==> config.mk <==
export PLATFORM = sky130hd
export DESIGN_NAME = ssp_spi
export DESIGN_NICKNAME = d
export VERILOG_FILES = /design/src/design/ssp_pkg.sv /design/src/design/ssp_spi.sv /design/src/design/ssp_sync.sv
export SDC_FILE = /design/constraint.sdc
export NUM_CORES = 1
export LEC_CHECK = 0
export BUFFER_PORTS_ARGS = -buffer_cell sky130_fd_sc_hd__clkbuf_2
export CAP_MARGIN = 5
export CORE_UTILIZATION = 38
export CTS_CLUSTER_DIAMETER = 80
export DETAILED_ROUTE_END_ITERATION = 6
export GPL_TIMING_DRIVEN = 0
export HOLD_SLACK_MARGIN = 0.06
export PLACE_DENSITY = 0.65
export REMOVE_ABC_BUFFERS = 1
export SYNTH_ARGS = -nofsm -noshare
export SYNTH_HDL_FRONTEND = slang
export SYNTH_HIERARCHICAL = 1
export SYNTH_SLANG_ARGS = --single-unit
==> constraint.sdc <==
create_clock -name clk -period 3.7 [get_ports clk]
set_input_delay 0.74 -clock clk [delete_from_list [all_inputs] [get_ports clk]]
set_output_delay 0.74 -clock clk [all_outputs]
set_load 0.01 [all_outputs]
==> src/design/ssp_pkg.sv <==
// Package of constants for the synchronous serial port in SPI mode
package ssp_pkg;
    // Register indices as printed; byte address is four times index
    localparam logic [7:0] SSP_IDX_BUF = 8'h13;
    localparam logic [7:0] SSP_IDX_CON = 8'h14;
    localparam logic [7:0] SSP_IDX_STAT = 8'h94;
    localparam logic [7:0] SSP_IDX_IRQ = 8'h20;
    localparam logic [7:0] SSP_IDX_MASK = 8'h21;
    localparam logic [7:0] SSP_IDX_SLEEP = 8'h22;
    localparam int SSP_ADDR_W = 10;
    // Control register fields
    localparam int SSP_CON_WRITE_COLLISION = 7;
    localparam int SSP_CON_OVF = 6;
    localparam int SSP_CON_EN = 5;
    localparam int SSP_CON_CKP = 4;
    // Status register fields
    localparam int SSP_STAT_SMP = 7;
    localparam int SSP_STAT_CKE = 6;
    localparam int SSP_STAT_BF = 0;
    // Interrupt status fields
    localparam int SSP_IRQ_DONE = 0;
    localparam int SSP_IRQ_OVF = 1;
    localparam int SSP_IRQ_WRITE_COLLISION = 2;
    localparam logic [7:0] SSP_CON_RST = 8'h00;
    localparam logic [7:0] SSP_STAT_RST = 8'h00;
    localparam logic [7:0] SSP_MASK_RST = 8'h00;
    localparam int SSP_BITS = 8;
    localparam logic [7:0] SSP_DIV_RST = 8'h03;
    typedef enum logic [1:0] {SSP_BUS_IDLE, SSP_BUS_ANS} ssp_bus_t;
endpackage : ssp_pkg

==> src/design/ssp_spi.sv <==
// SPI-mode synchronous serial port with Avalon-MM register access
//
// Implementation choice: register access over Avalon-MM.
`timescale 1ns/1ps
module ssp_spi
(
    input wire logic clk,
    input wire logic rst,
    input wire logic ce,
    input wire logic sleep,
    input wire logic [ssp_pkg::SSP_ADDR_W-1:0] avs_address,
    input wire logic avs_read,
    input wire logic avs_write,
    input wire logic [31:0] avs_writedata,
    output logic [31:0] avs_readdata,
    output logic avs_waitrequest,
    input wire logic sck_in,
    output logic sck_out,
    output logic sck_oe,
    input wire logic sdi,
    output logic sdo,
    input wire logic ss_n,
    output logic irq,
    output logic wake
);
    import ssp_pkg::*;

    logic [7:0] con_q;
    logic [7:0] stat_q;
    logic [7:0] buf_q;
    logic [7:0] sh_q;
    logic [3:0] cnt_q;
    logic busy_q;
    logic [7:0] div_q;
    logic [7:0] divcnt_q;
    logic sck_q;
    logic [2:0] isr_q;
    logic [2:0] imask_q;
    logic sck_s;
    logic sdi_s;
    logic ss_s;
    logic sck_prev_q;
    logic sdi_hold_q;
    ssp_bus_t bus_q;

    ssp_sync u_sck (.clk(clk), .rst(rst), .ce(ce), .din(sck_in), .dout(sck_s));
    ssp_sync u_sdi (.clk(clk), .rst(rst), .ce(ce), .din(sdi), .dout(sdi_s));
    ssp_sync u_ss (.clk(clk), .rst(rst), .ce(ce), .din(ss_n), .dout(ss_s));

    function automatic logic hit(input logic [SSP_ADDR_W-1:0] a, input logic [7:0] idx);
        hit = (a == {idx, 2'b00});
    endfunction : hit

    logic enable;
    logic master;
    logic clk_idle;
    logic run;
    logic master_tick;
    logic eff_sck;
    logic eff_prev;
    logic edge_any;
    logic lead_edge;
    logic trail_edge;
    logic shift_edge;
    logic sample_edge;
    logic byte_done;
    logic wr_buf;
    logic rd_buf;
    logic acc;

    assign enable = con_q[SSP_CON_EN];
    assign master = (con_q[3:0] <= 4'h3);
    assign clk_idle = con_q[SSP_CON_CKP];
    // Master halts in sleep and resumes where it stopped
    assign run = ce && enable && !(master && sleep);
    assign master_tick = run && master && busy_q && (divcnt_q == 8'h00);
    assign eff_sck = master ? ~sck_q : sck_s;
    assign eff_prev = master ? sck_q : sck_prev_q;
    // Slave edges come from the pin, so sleep does not gate them
    assign edge_any = master ? master_tick : (run && !ss_s && (sck_s != sck_prev_q));
    // Leading edge leaves idle level
    assign lead_edge = edge_any && (eff_prev == clk_idle);
    assign trail_edge = edge_any && (eff_prev != clk_idle);
    // Edge select 1 transmits on active-to-idle, giving mode 0,0 and 1,0
    assign shift_edge = stat_q[SSP_STAT_CKE] ? trail_edge : lead_edge;
    // Sample phase: end of bit period in master only
    assign sample_edge = (master && stat_q[SSP_STAT_SMP]) ? shift_edge : !shift_edge && edge_any;
    assign byte_done = sample_edge && (cnt_q == 4'(SSP_BITS - 1));
    // Writes land on the edge where the master sees waitrequest low, never earlier
    assign acc = (avs_read || avs_write) && (bus_q == SSP_BUS_ANS);
    assign wr_buf = acc && avs_write && hit(avs_address, SSP_IDX_BUF);
    assign rd_buf = acc && avs_read && hit(avs_address, SSP_IDX_BUF);

    always_ff @(posedge clk)
    begin
        if (rst)
        begin
            bus_q <= SSP_BUS_IDLE;
            avs_waitrequest <= 1'b1;
            avs_readdata <= 32'h0000_0000;
        end
        else if (ce)
        begin
            unique case (bus_q)
                SSP_BUS_IDLE:
                begin
                    if (avs_read || avs_write)
                    begin
                        bus_q <= SSP_BUS_ANS;
                        avs_waitrequest <= 1'b0;
                        avs_readdata <= 32'h0000_0000;
                        if (avs_read)
                        begin
                            if (hit(avs_address, SSP_IDX_BUF))
                                avs_readdata[7:0] <= buf_q;
                            else if (hit(avs_address, SSP_IDX_CON))
                                avs_readdata[7:0] <= con_q;
                            else if (hit(avs_address, SSP_IDX_STAT))
                                avs_readdata[7:0] <= stat_q;
                            else if (hit(avs_address, SSP_IDX_IRQ))
                                avs_readdata[2:0] <= isr_q;
                            else if (hit(avs_address, SSP_IDX_MASK))
                                avs_readdata[2:0] <= imask_q;
                            else if (hit(avs_address, SSP_IDX_SLEEP))
                                avs_readdata[7:0] <= div_q;
                        end
                    end
                end
                SSP_BUS_ANS:
                begin
                    bus_q <= SSP_BUS_IDLE;
                    avs_waitrequest <= 1'b1;
                end
                default:
                begin
                    bus_q <= SSP_BUS_IDLE;
                    avs_waitrequest <= 1'b1;
                end
            endcase
        end
    end

    // Control: flag bits stay set by hardware; collision and overflow clear by software write, BF by a buffer read
    always_ff @(posedge clk)
    begin
        if (rst)
        begin
            con_q <= SSP_CON_RST;
            stat_q <= SSP_STAT_RST;
            div_q <= SSP_DIV_RST;
            imask_q <= 3'h0;
        end
        else if (ce)
        begin
            if (acc && avs_write && hit(avs_address, SSP_IDX_CON))
                con_q[5:0] <= avs_writedata[5:0];
            if (acc && avs_write && hit(avs_address, SSP_IDX_STAT))
                stat_q[7:6] <= avs_writedata[7:6];
            if (acc && avs_write && hit(avs_address, SSP_IDX_MASK))
                imask_q <= avs_writedata[2:0];
            if (acc && avs_write && hit(avs_address, SSP_IDX_SLEEP))
                div_q <= avs_writedata[7:0];
            // Set wins over a same-cycle clear
            if (acc && avs_write && hit(avs_address, SSP_IDX_CON) && !avs_writedata[SSP_CON_WRITE_COLLISION])
                con_q[SSP_CON_WRITE_COLLISION] <= 1'b0;
            if (acc && avs_write && hit(avs_address, SSP_IDX_CON) && !avs_writedata[SSP_CON_OVF])
                con_q[SSP_CON_OVF] <= 1'b0;
            if (wr_buf && busy_q)
                con_q[SSP_CON_WRITE_COLLISION] <= 1'b1;
            if (byte_done && stat_q[SSP_STAT_BF])
                con_q[SSP_CON_OVF] <= 1'b1;
            if (rd_buf)
                stat_q[SSP_STAT_BF] <= 1'b0;
            if (byte_done)
                stat_q[SSP_STAT_BF] <= 1'b1;
        end
    end

    // Shift engine; disabled port holds idle and drops any transfer
    always_ff @(posedge clk)
    begin
        if (rst)
        begin
            sh_q <= 8'h00;
            buf_q <= 8'h00;
            cnt_q <= 4'h0;
            busy_q <= 1'b0;
            divcnt_q <= 8'h00;
            sck_q <= 1'b0;
            sck_prev_q <= 1'b0;
            sdi_hold_q <= 1'b0;
            sdo <= 1'b0;
        end
        else if (ce)
        begin
            sck_prev_q <= sck_s;
            if (!enable)
            begin
                busy_q <= 1'b0;
                cnt_q <= 4'h0;
                sck_q <= clk_idle;
            end
            else
            begin
                if (!busy_q)
                    sck_q <= clk_idle;
                if (wr_buf && !busy_q)
                begin
                    sh_q <= avs_writedata[7:0];
                    sdo <= avs_writedata[7];
                    busy_q <= master;
                    divcnt_q <= div_q;
                end
                if (!master && ss_s)
                    cnt_q <= 4'h0;
                if (run && master && busy_q)
                begin
                    divcnt_q <= (divcnt_q == 8'h00) ? div_q : divcnt_q - 8'h01;
                    if (master_tick)
                        sck_q <= ~sck_q;
                end
                if (sample_edge)
                    sdi_hold_q <= sdi_s;
                // Late sampling shifts on this same edge, so the next bit sits one place lower
                if (shift_edge && (stat_q[SSP_STAT_CKE] || cnt_q != 4'h0))
                    sdo <= sample_edge ? sh_q[6] : sh_q[7];
                if (sample_edge)
                begin
                    sh_q <= {sh_q[6:0], sdi_s};
                    cnt_q <= cnt_q + 4'h1;
                end
                if (byte_done)
                begin
                    buf_q <= {sh_q[6:0], sdi_s};
                    cnt_q <= 4'h0;
                    busy_q <= 1'b0;
                end
            end
        end
    end

    // Sticky events, write one to clear, set wins
    always_ff @(posedge clk)
    begin
        if (rst)
        begin
            isr_q <= 3'h0;
            irq <= 1'b0;
            wake <= 1'b0;
            sck_out <= 1'b0;
            sck_oe <= 1'b0;
        end
        else if (ce)
        begin
            isr_q <= (isr_q & ~((acc && avs_write && hit(avs_address, SSP_IDX_IRQ)) ? avs_writedata[2:0] : 3'h0))
                | {wr_buf && busy_q, byte_done && stat_q[SSP_STAT_BF], byte_done};
            irq <= |(isr_q & imask_q);
            wake <= sleep && isr_q[SSP_IRQ_DONE] && imask_q[SSP_IRQ_DONE];
            sck_out <= sck_q;
            sck_oe <= enable && master;
        end
    end
endmodule : ssp_spi

==> src/design/ssp_sync.sv <==
// Three-stage synchroniser with agreement filter
`timescale 1ns/1ps
module ssp_sync
(
    input wire logic clk,
    input wire logic rst,
    input wire logic ce,
    input wire logic din,
    output logic dout
);
    logic s1_q;
    logic s2_q;
    logic s3_q;
    always_ff @(posedge clk)
    begin
        if (rst)
        begin
            s1_q <= 1'b0;
            s2_q <= 1'b0;
            s3_q <= 1'b0;
        end
        else
        begin
            // Slave shifting must continue in sleep, so only ce gates this
            if (ce)
            begin
                s1_q <= din;
                s2_q <= s1_q;
                s3_q <= s2_q;
            end
        end
    end
    always_ff @(posedge clk)
    begin
        if (rst)
        begin
            dout <= 1'b0;
        end
        else if (ce && (s2_q == s3_q))
        begin
            dout <= s3_q;
        end
    end
endmodule : ssp_sync

* After elaboration in Yosys (flattened, before gate mapping)
Index checks and enable logic that the tools add are counted.
Widths: inputs -> output; s select.
** Word-level totals
- Register bits after elaboration :: 84
- Logic and storage cells :: 173
** Operators by class
- Add/sub/neg operators :: 2
- Magnitude comparators :: 1
- Equal/unequal tests :: 17
- Mux-type cells :: 43
- Bitwise gates (word level) :: 5
- Reduce and logical (&&, ||, !) cells :: 70
** Operators with widths (number)
- $mux 8 :: 10
- $logic_and 1x1->1 :: 36
- $eq 10x8->1 const B :: 3
- $mux 1 :: 22
- $eq 10x7->1 const B :: 2
- $reduce_and 2->1 :: 10
- $mux 4 :: 4
- $reduce_and 3->1 :: 5
- $reduce_bool 2->1 :: 6
- $eq 10x10->1 const B :: 1
- $mux 5 :: 2
- $mux 3 :: 3
- $logic_not 8->1 :: 1
- $sub 8x1->8 const B :: 1
- $logic_not 1->1 :: 7
- $and 3x3->3 :: 2
- $add 4x1->4 const B :: 1
- $eq 1x1->1 :: 4
- $eq 4x3->1 const B :: 1
- $le 4x2->1 const B :: 1
- $mux 2 :: 2
- $ne 4x1->1 const B :: 1
- $reduce_bool 4->1 :: 1
- $ne 3x1->1 const B :: 1
- other kinds (9) :: 11

* Longest topological paths before layout
- Depth after elaboration :: 17
- Gate-level depth with buffers :: 9
- Depth with buffers taken out :: 7

* Modules after synthesis
The synthesis kept the hierarchy.
** By module, submodules not included
- ssp_spi :: instances 1, cells an instance 491, area each 3867.5 um^2, seq. area each 1421.4 um^2
- ssp_sync :: instances 3, cells an instance 16, area each 171.4 um^2, seq. area each 80.1 um^2

* Worst setup path after synthesis
No wires, ideal clock.
- Path type :: input-to-reg
- From :: in avs_address[9] (netlist bit)
- To :: reg sh_q[5]
- Library setup time :: 0.132 ns
- Arrival time :: 2.514 ns
- Slack :: 1.054 ns
- Stages on the path :: 9
- Cells stage by stage :: buf_6 or4_1 buf_2 or4_4 buf_6 buf_2 and2_0 o21ai_0 a21oi_1
** On the way
- Word-level cells in the longest chain between the ends :: 5
** RTL lines
- start, declared :: RTL line ssp_spi.sv:11 : input wire logic [ssp_pkg::SSP_ADDR_W-1:0] avs_address,
- $eq 10x7->1 :: RTL line ssp_spi.sv:51 : hit = (a == {idx, 2'b00});
- $logic_and 1x1->1 :: RTL line ssp_spi.sv:91 : assign wr_buf = acc && avs_write && hit(avs_address, SSP_IDX_BUF);
- $logic_and 1x1->1 :: RTL line ssp_spi.sv:207 : if (wr_buf && !busy_q)
- $reduce_bool 2->1 (no source line)
- $reduce_and 3->1 (no source line)
- end signal, assigned :: RTL line ssp_spi.sv:209 : sh_q <= avs_writedata[7:0];
- end signal, assigned :: RTL line ssp_spi.sv:229 : sh_q <= {sh_q[6:0], sdi_s};
- end, declared :: RTL line ssp_spi.sv:31 : logic [7:0] sh_q;
Every way passes these cells.
A chain may end at the register's enable or synchronous reset.

* Worst setup path after layout
- From :: in ce
- To :: reg cnt_q[2]
** On the way
- Word-level cells in the longest chain between the ends :: 14
- Elaborated cells on any way between the ends :: 20
- Those cells by class :: 1 x eq/ne; 6 x mux; 13 x reduce/logical
** RTL lines
- start, declared :: RTL line ssp_spi.sv:9 : input wire logic ce,
- $logic_and 1x1->1 (2 in series) :: RTL line ssp_spi.sv:75 : assign run = ce && enable && !(master && sleep);
- $logic_and 1x1->1 (3 in series) :: RTL line ssp_spi.sv:76 : assign master_tick = run && master && busy_q && (divcnt_q == 8'h00);
- $mux 1 :: RTL line ssp_spi.sv:80 : assign edge_any = master ? master_tick : (run && !ss_s && (sck_s != sck_prev_q));
- $logic_and 1x1->1 (on tied branches) :: RTL line ssp_spi.sv:82, ssp_spi.sv:83
- $mux 1 :: RTL line ssp_spi.sv:85 : assign shift_edge = stat_q[SSP_STAT_CKE] ? trail_edge : lead_edge;
- $logic_not 1->1 :: RTL line ssp_spi.sv:87 : assign sample_edge = (master && stat_q[SSP_STAT_SMP]) ? shift_edge : !shift_edge && edge_any;
- $logic_and 1x1->1 :: RTL line ssp_spi.sv:87
- $mux 1 :: RTL line ssp_spi.sv:87
- $logic_and 1x1->1 / $mux 4 (equally long branches) :: RTL line ssp_spi.sv:88, ssp_spi.sv:227
- $ne 4x1->1 (no source line) / $mux 4 (equally long branches)
- $reduce_and 2->1 (no source line) / $mux 4 (equally long branches)
- end signal, assigned :: RTL line ssp_spi.sv:230 : cnt_q <= cnt_q + 4'h1;
- end, declared :: RTL line ssp_spi.sv:32 : logic [3:0] cnt_q;
Several ways; a longest one is shown, not always the timed one.

==> results.sh <==
export IMPL_synth_cells=539
export IMPL_reg2reg_to="cnt_q[2]"
export IMPL_critPathSlowestCell="or4_1"
export IMPL_switchingPower_w=0.000452
export IMPL_die_area_um2=12000
export IMPL_ys_async_sr_fraction=0
export IMPL_worstPathArrival_ps=3650
export IMPL_synth_most_common_cell="dfxtp_1"
export IMPL_clk_latency_ps=340
export IMPL_holdCritPathClass="flop to flop"
export IMPL_globalplace_congestion=0.862
export IMPL_fp_row_count=38
export IMPL_hpwl_um=7620
export IMPL_antennaDiodeCount=0
export IMPL_outcome="complete, no violations"
export IMPL_start_util=0.397
export IMPL_irDropWorstVdd_mv=0.244
export IMPL_synth_top_cell_area_share=0.379
export IMPL_use_met1=0.263
export IMPL_clkSinkCount=83
export IMPL_core_region_area_um2=11000
export IMPL_gr_total_overflow=0
export IMPL_wl_um=11200
export IMPL_drtAntennaViolNets=0
export IMPL_num_vias=3932
export IMPL_crit_end="cnt_q[2]"
export IMPL_cap_violations=0
export IMPL_p_comb_frac=0.051
export IMPL_yosysSeqAreaShare=0.379
export IMPL_finalSetupViolations=0
export IMPL_clock_path_buffers=2
export IMPL_crit_path_max_fanout=46
export IMPL_p_leak_nw=1.74
export IMPL_drtPass1Iterations=7
export IMPL_cts_buffers=9
export IMPL_cts_root_buf="clkbuf_16"
export IMPL_grt_max_degree=82
export IMPL_fmax_mhz=293
export IMPL_intPower_w=0.00161
export IMPL_dp_cells=683
export IMPL_r2r_start="con_q[5]"
export IMPL_drc=0
export IMPL_switching_share=0.219
export IMPL_viasPerCell=5.62
export IMPL_postCtsHoldBufs=0
export IMPL_synth_ff_type="dfxtp_1"
export IMPL_fillerInstances=1099
export IMPL_dpl_worst_slack_ps=-976
export IMPL_r2r_cells=5
export IMPL_crit_chain="clkbuf_4, nand2_1, or4_1, a211oi_4, nand2b_1, a311oi_1"
export IMPL_area_growth_pct=11.5
export IMPL_relSlewSlack=0.249
export IMPL_multiInputGateArea_um2=2440
export IMPL_maxSlewViolCount=0
export IMPL_critPathMaxStageDelay_ps=790
export IMPL_rsz0062_at_grt="false"
export IMPL_busiest_layer="met2"
export IMPL_seq_area_um2=1660
export IMPL_grt_use_total=0.194
export IMPL_final_hold_viol_count=0
export IMPL_use_met3=0.0385
export IMPL_power_density_nw_per_um2=423
export IMPL_clkTransAtPathRegs_ps=70
export IMPL_yosys_area_top_type="dfxtp_1"
export IMPL_synth_edf_count=0
export IMPL_post_cts_setup_buffer_count=0
export IMPL_period_share=0.923
export IMPL_met2_usage=0.308
export IMPL_synth_common_cells="dfxtp_1, a21oi_1, nand2_1"
export IMPL_die_w_um=109
export IMPL_clock_power_share=0.509
export IMPL_crit_required_ps=3930
export IMPL_dieHeight_um=109
export IMPL_start_kind="input port"
export IMPL_synth_cell_type_count=68
export IMPL_layout_min_cycle_time_ps=3410
export IMPL_ys_warn_count=6
export IMPL_syn_area_per_cell_um2=8.13
export IMPL_fin_ws_ps=286
export IMPL_reg2reg_slack_ps=540
export IMPL_synth_cell_area_um2=4380
export IMPL_grt_pass1_wl_um=17800
export IMPL_drtIter0Drc=289
export IMPL_layout_drive_gt1_share=0.139
export IMPL_p_seq_frac=0.439
export IMPL_ioPinCount=89
export IMPL_final_cells=700
export IMPL_cts_max_level=3
export IMPL_worstSetupEndpointType="flop"
export IMPL_final_nets=609
export IMPL_critical_path_class="input port to flop"
export IMPL_yosys_register_bits=83
export IMPL_fin_skew_ps=9.01
export IMPL_antenna_found_initial=0
export IMPL_cp_startpoint="ce"
export IMPL_tightest_slew_ps=1120
export IMPL_numPortBuffers=40
export IMPL_ys_top_cells_by_area="dfxtp_1, a21oi_1, nand3_1"
export IMPL_routedWlPerCell_um=16.0
export IMPL_grt_pass1_vias=3544
export IMPL_cts_tree="done"
-- sequential cells by signal, summed over array words and instances (netlist names), 3 cells and up --
register / cells
avs_readdata: 8
buf_q: 8
con_q: 8
div_q: 8
divcnt_q: 8
sh_q: 8
cnt_q: 4
imask_q: 3
isr_q: 3
stat_q: 3
-- logic make-up (layout without fill, tap and decap cells) --
kind of cell | after synthesis | in the layout | synth area share
flops | 83 | 83 | 0.379
mux | 19 | 19 | 0.0437
other cells | 1 | 24 | 0.000856
xor+xnor | 3 | 3 | 0.00600
fa+ha+maj | 3 | 3 | 0.00857
simple gates | 211 | 211 | 0.250
buf+inv | 71 | 68 | 0.0894
compound gates | 148 | 149 | 0.222
-- worst max-delay path: cells and delay by family --
family                 cells  cell delay (ps)
AOI/OAI and AO/OA          2              910
buffers and inverters      1              510
and+or+nand+nor            3             1450
-- layout by cell type (no fill, tap or decap), types with 5 or more instances in the layout --
master,n
clkbuf_2,38
nand3_1,45
nand2b_1,7
a22oi_1,8
and2_0,8
nand2_1,55
clkbuf_16,9
a21o_1,5
dfxtp_1,83
nor3b_1,5
inv_1,10
nor2_1,40
nor3_1,6
or3_1,7
o21ai_0,34
a211oi_1,5
a21oi_1,56
conb_1,24
mux2i_1,18
-- power groups by stage --
stage / Clock, W / Combinational (W) / Sequential, W
floorplan: 0 / 0.0000463 / 0.000926
global placement: 0 / 0.000102 / 0.000926
detailed placement: 0 / 0.000105 / 0.000926
CTS: 0.00106 / 0.000105 / 0.000906
global route: 0.00110 / 0.000118 / 0.000907
finish: 0.00105 / 0.000106 / 0.000906
-- routing by layer --
metal  vias to the layer above  part of all wire
met2                       139              0.46
met1                      1848              0.46
li1                       1931                 -
met4                         0             0.015
met5                         -                 0
met3                        14             0.070
-- final cells by class --
type                            count  area share
Tap cell                          140      0.0359
Multi-Input combinational cell    409       0.500
Inverter                           10     0.00768
Clock buffer                       10      0.0489
Clock inverter                      6      0.0231
Timing Repair Buffer               42      0.0446
Sequential cell                    83       0.340
-- stage by stage --
step	setup TNS (ps)	hold slack (ps)	power, W	area, um2	util
after global placement	-17570	440	0.00103	4490	0.407
after CTS	0	455	0.00208	4870	0.442
after global routing	0	472	0.00213	4880	0.443
after detailed placement	-19240	442	0.00103	4510	0.409
after floorplan	0	425	0.000972	4110	-
final	0	453	0.00206	4880	0.443
-- timing repair --
action                     CTS  global route
gates resized for setup      2             0
cloned                       0             1
pin swaps                    0             1
setup endpoints to repair   22             5
-- how the worst min path moves through the flow --
stage	from	to	slack, ps	cells past startpoint
global placement	con_q[0]	con_q[0]	440	2
floorplan	con_q[0]	con_q[0]	430	2
CTS	buf_q[2]	buf_q[2]	460	2
global route	buf_q[2]	buf_q[2]	470	2
detailed placement	avs_readdata[3]	avs_readdata[3]	440	2
finish	avs_readdata[3]	avs_readdata[3]	450	2
Note: power is estimated with default switching activity, not from simulation.
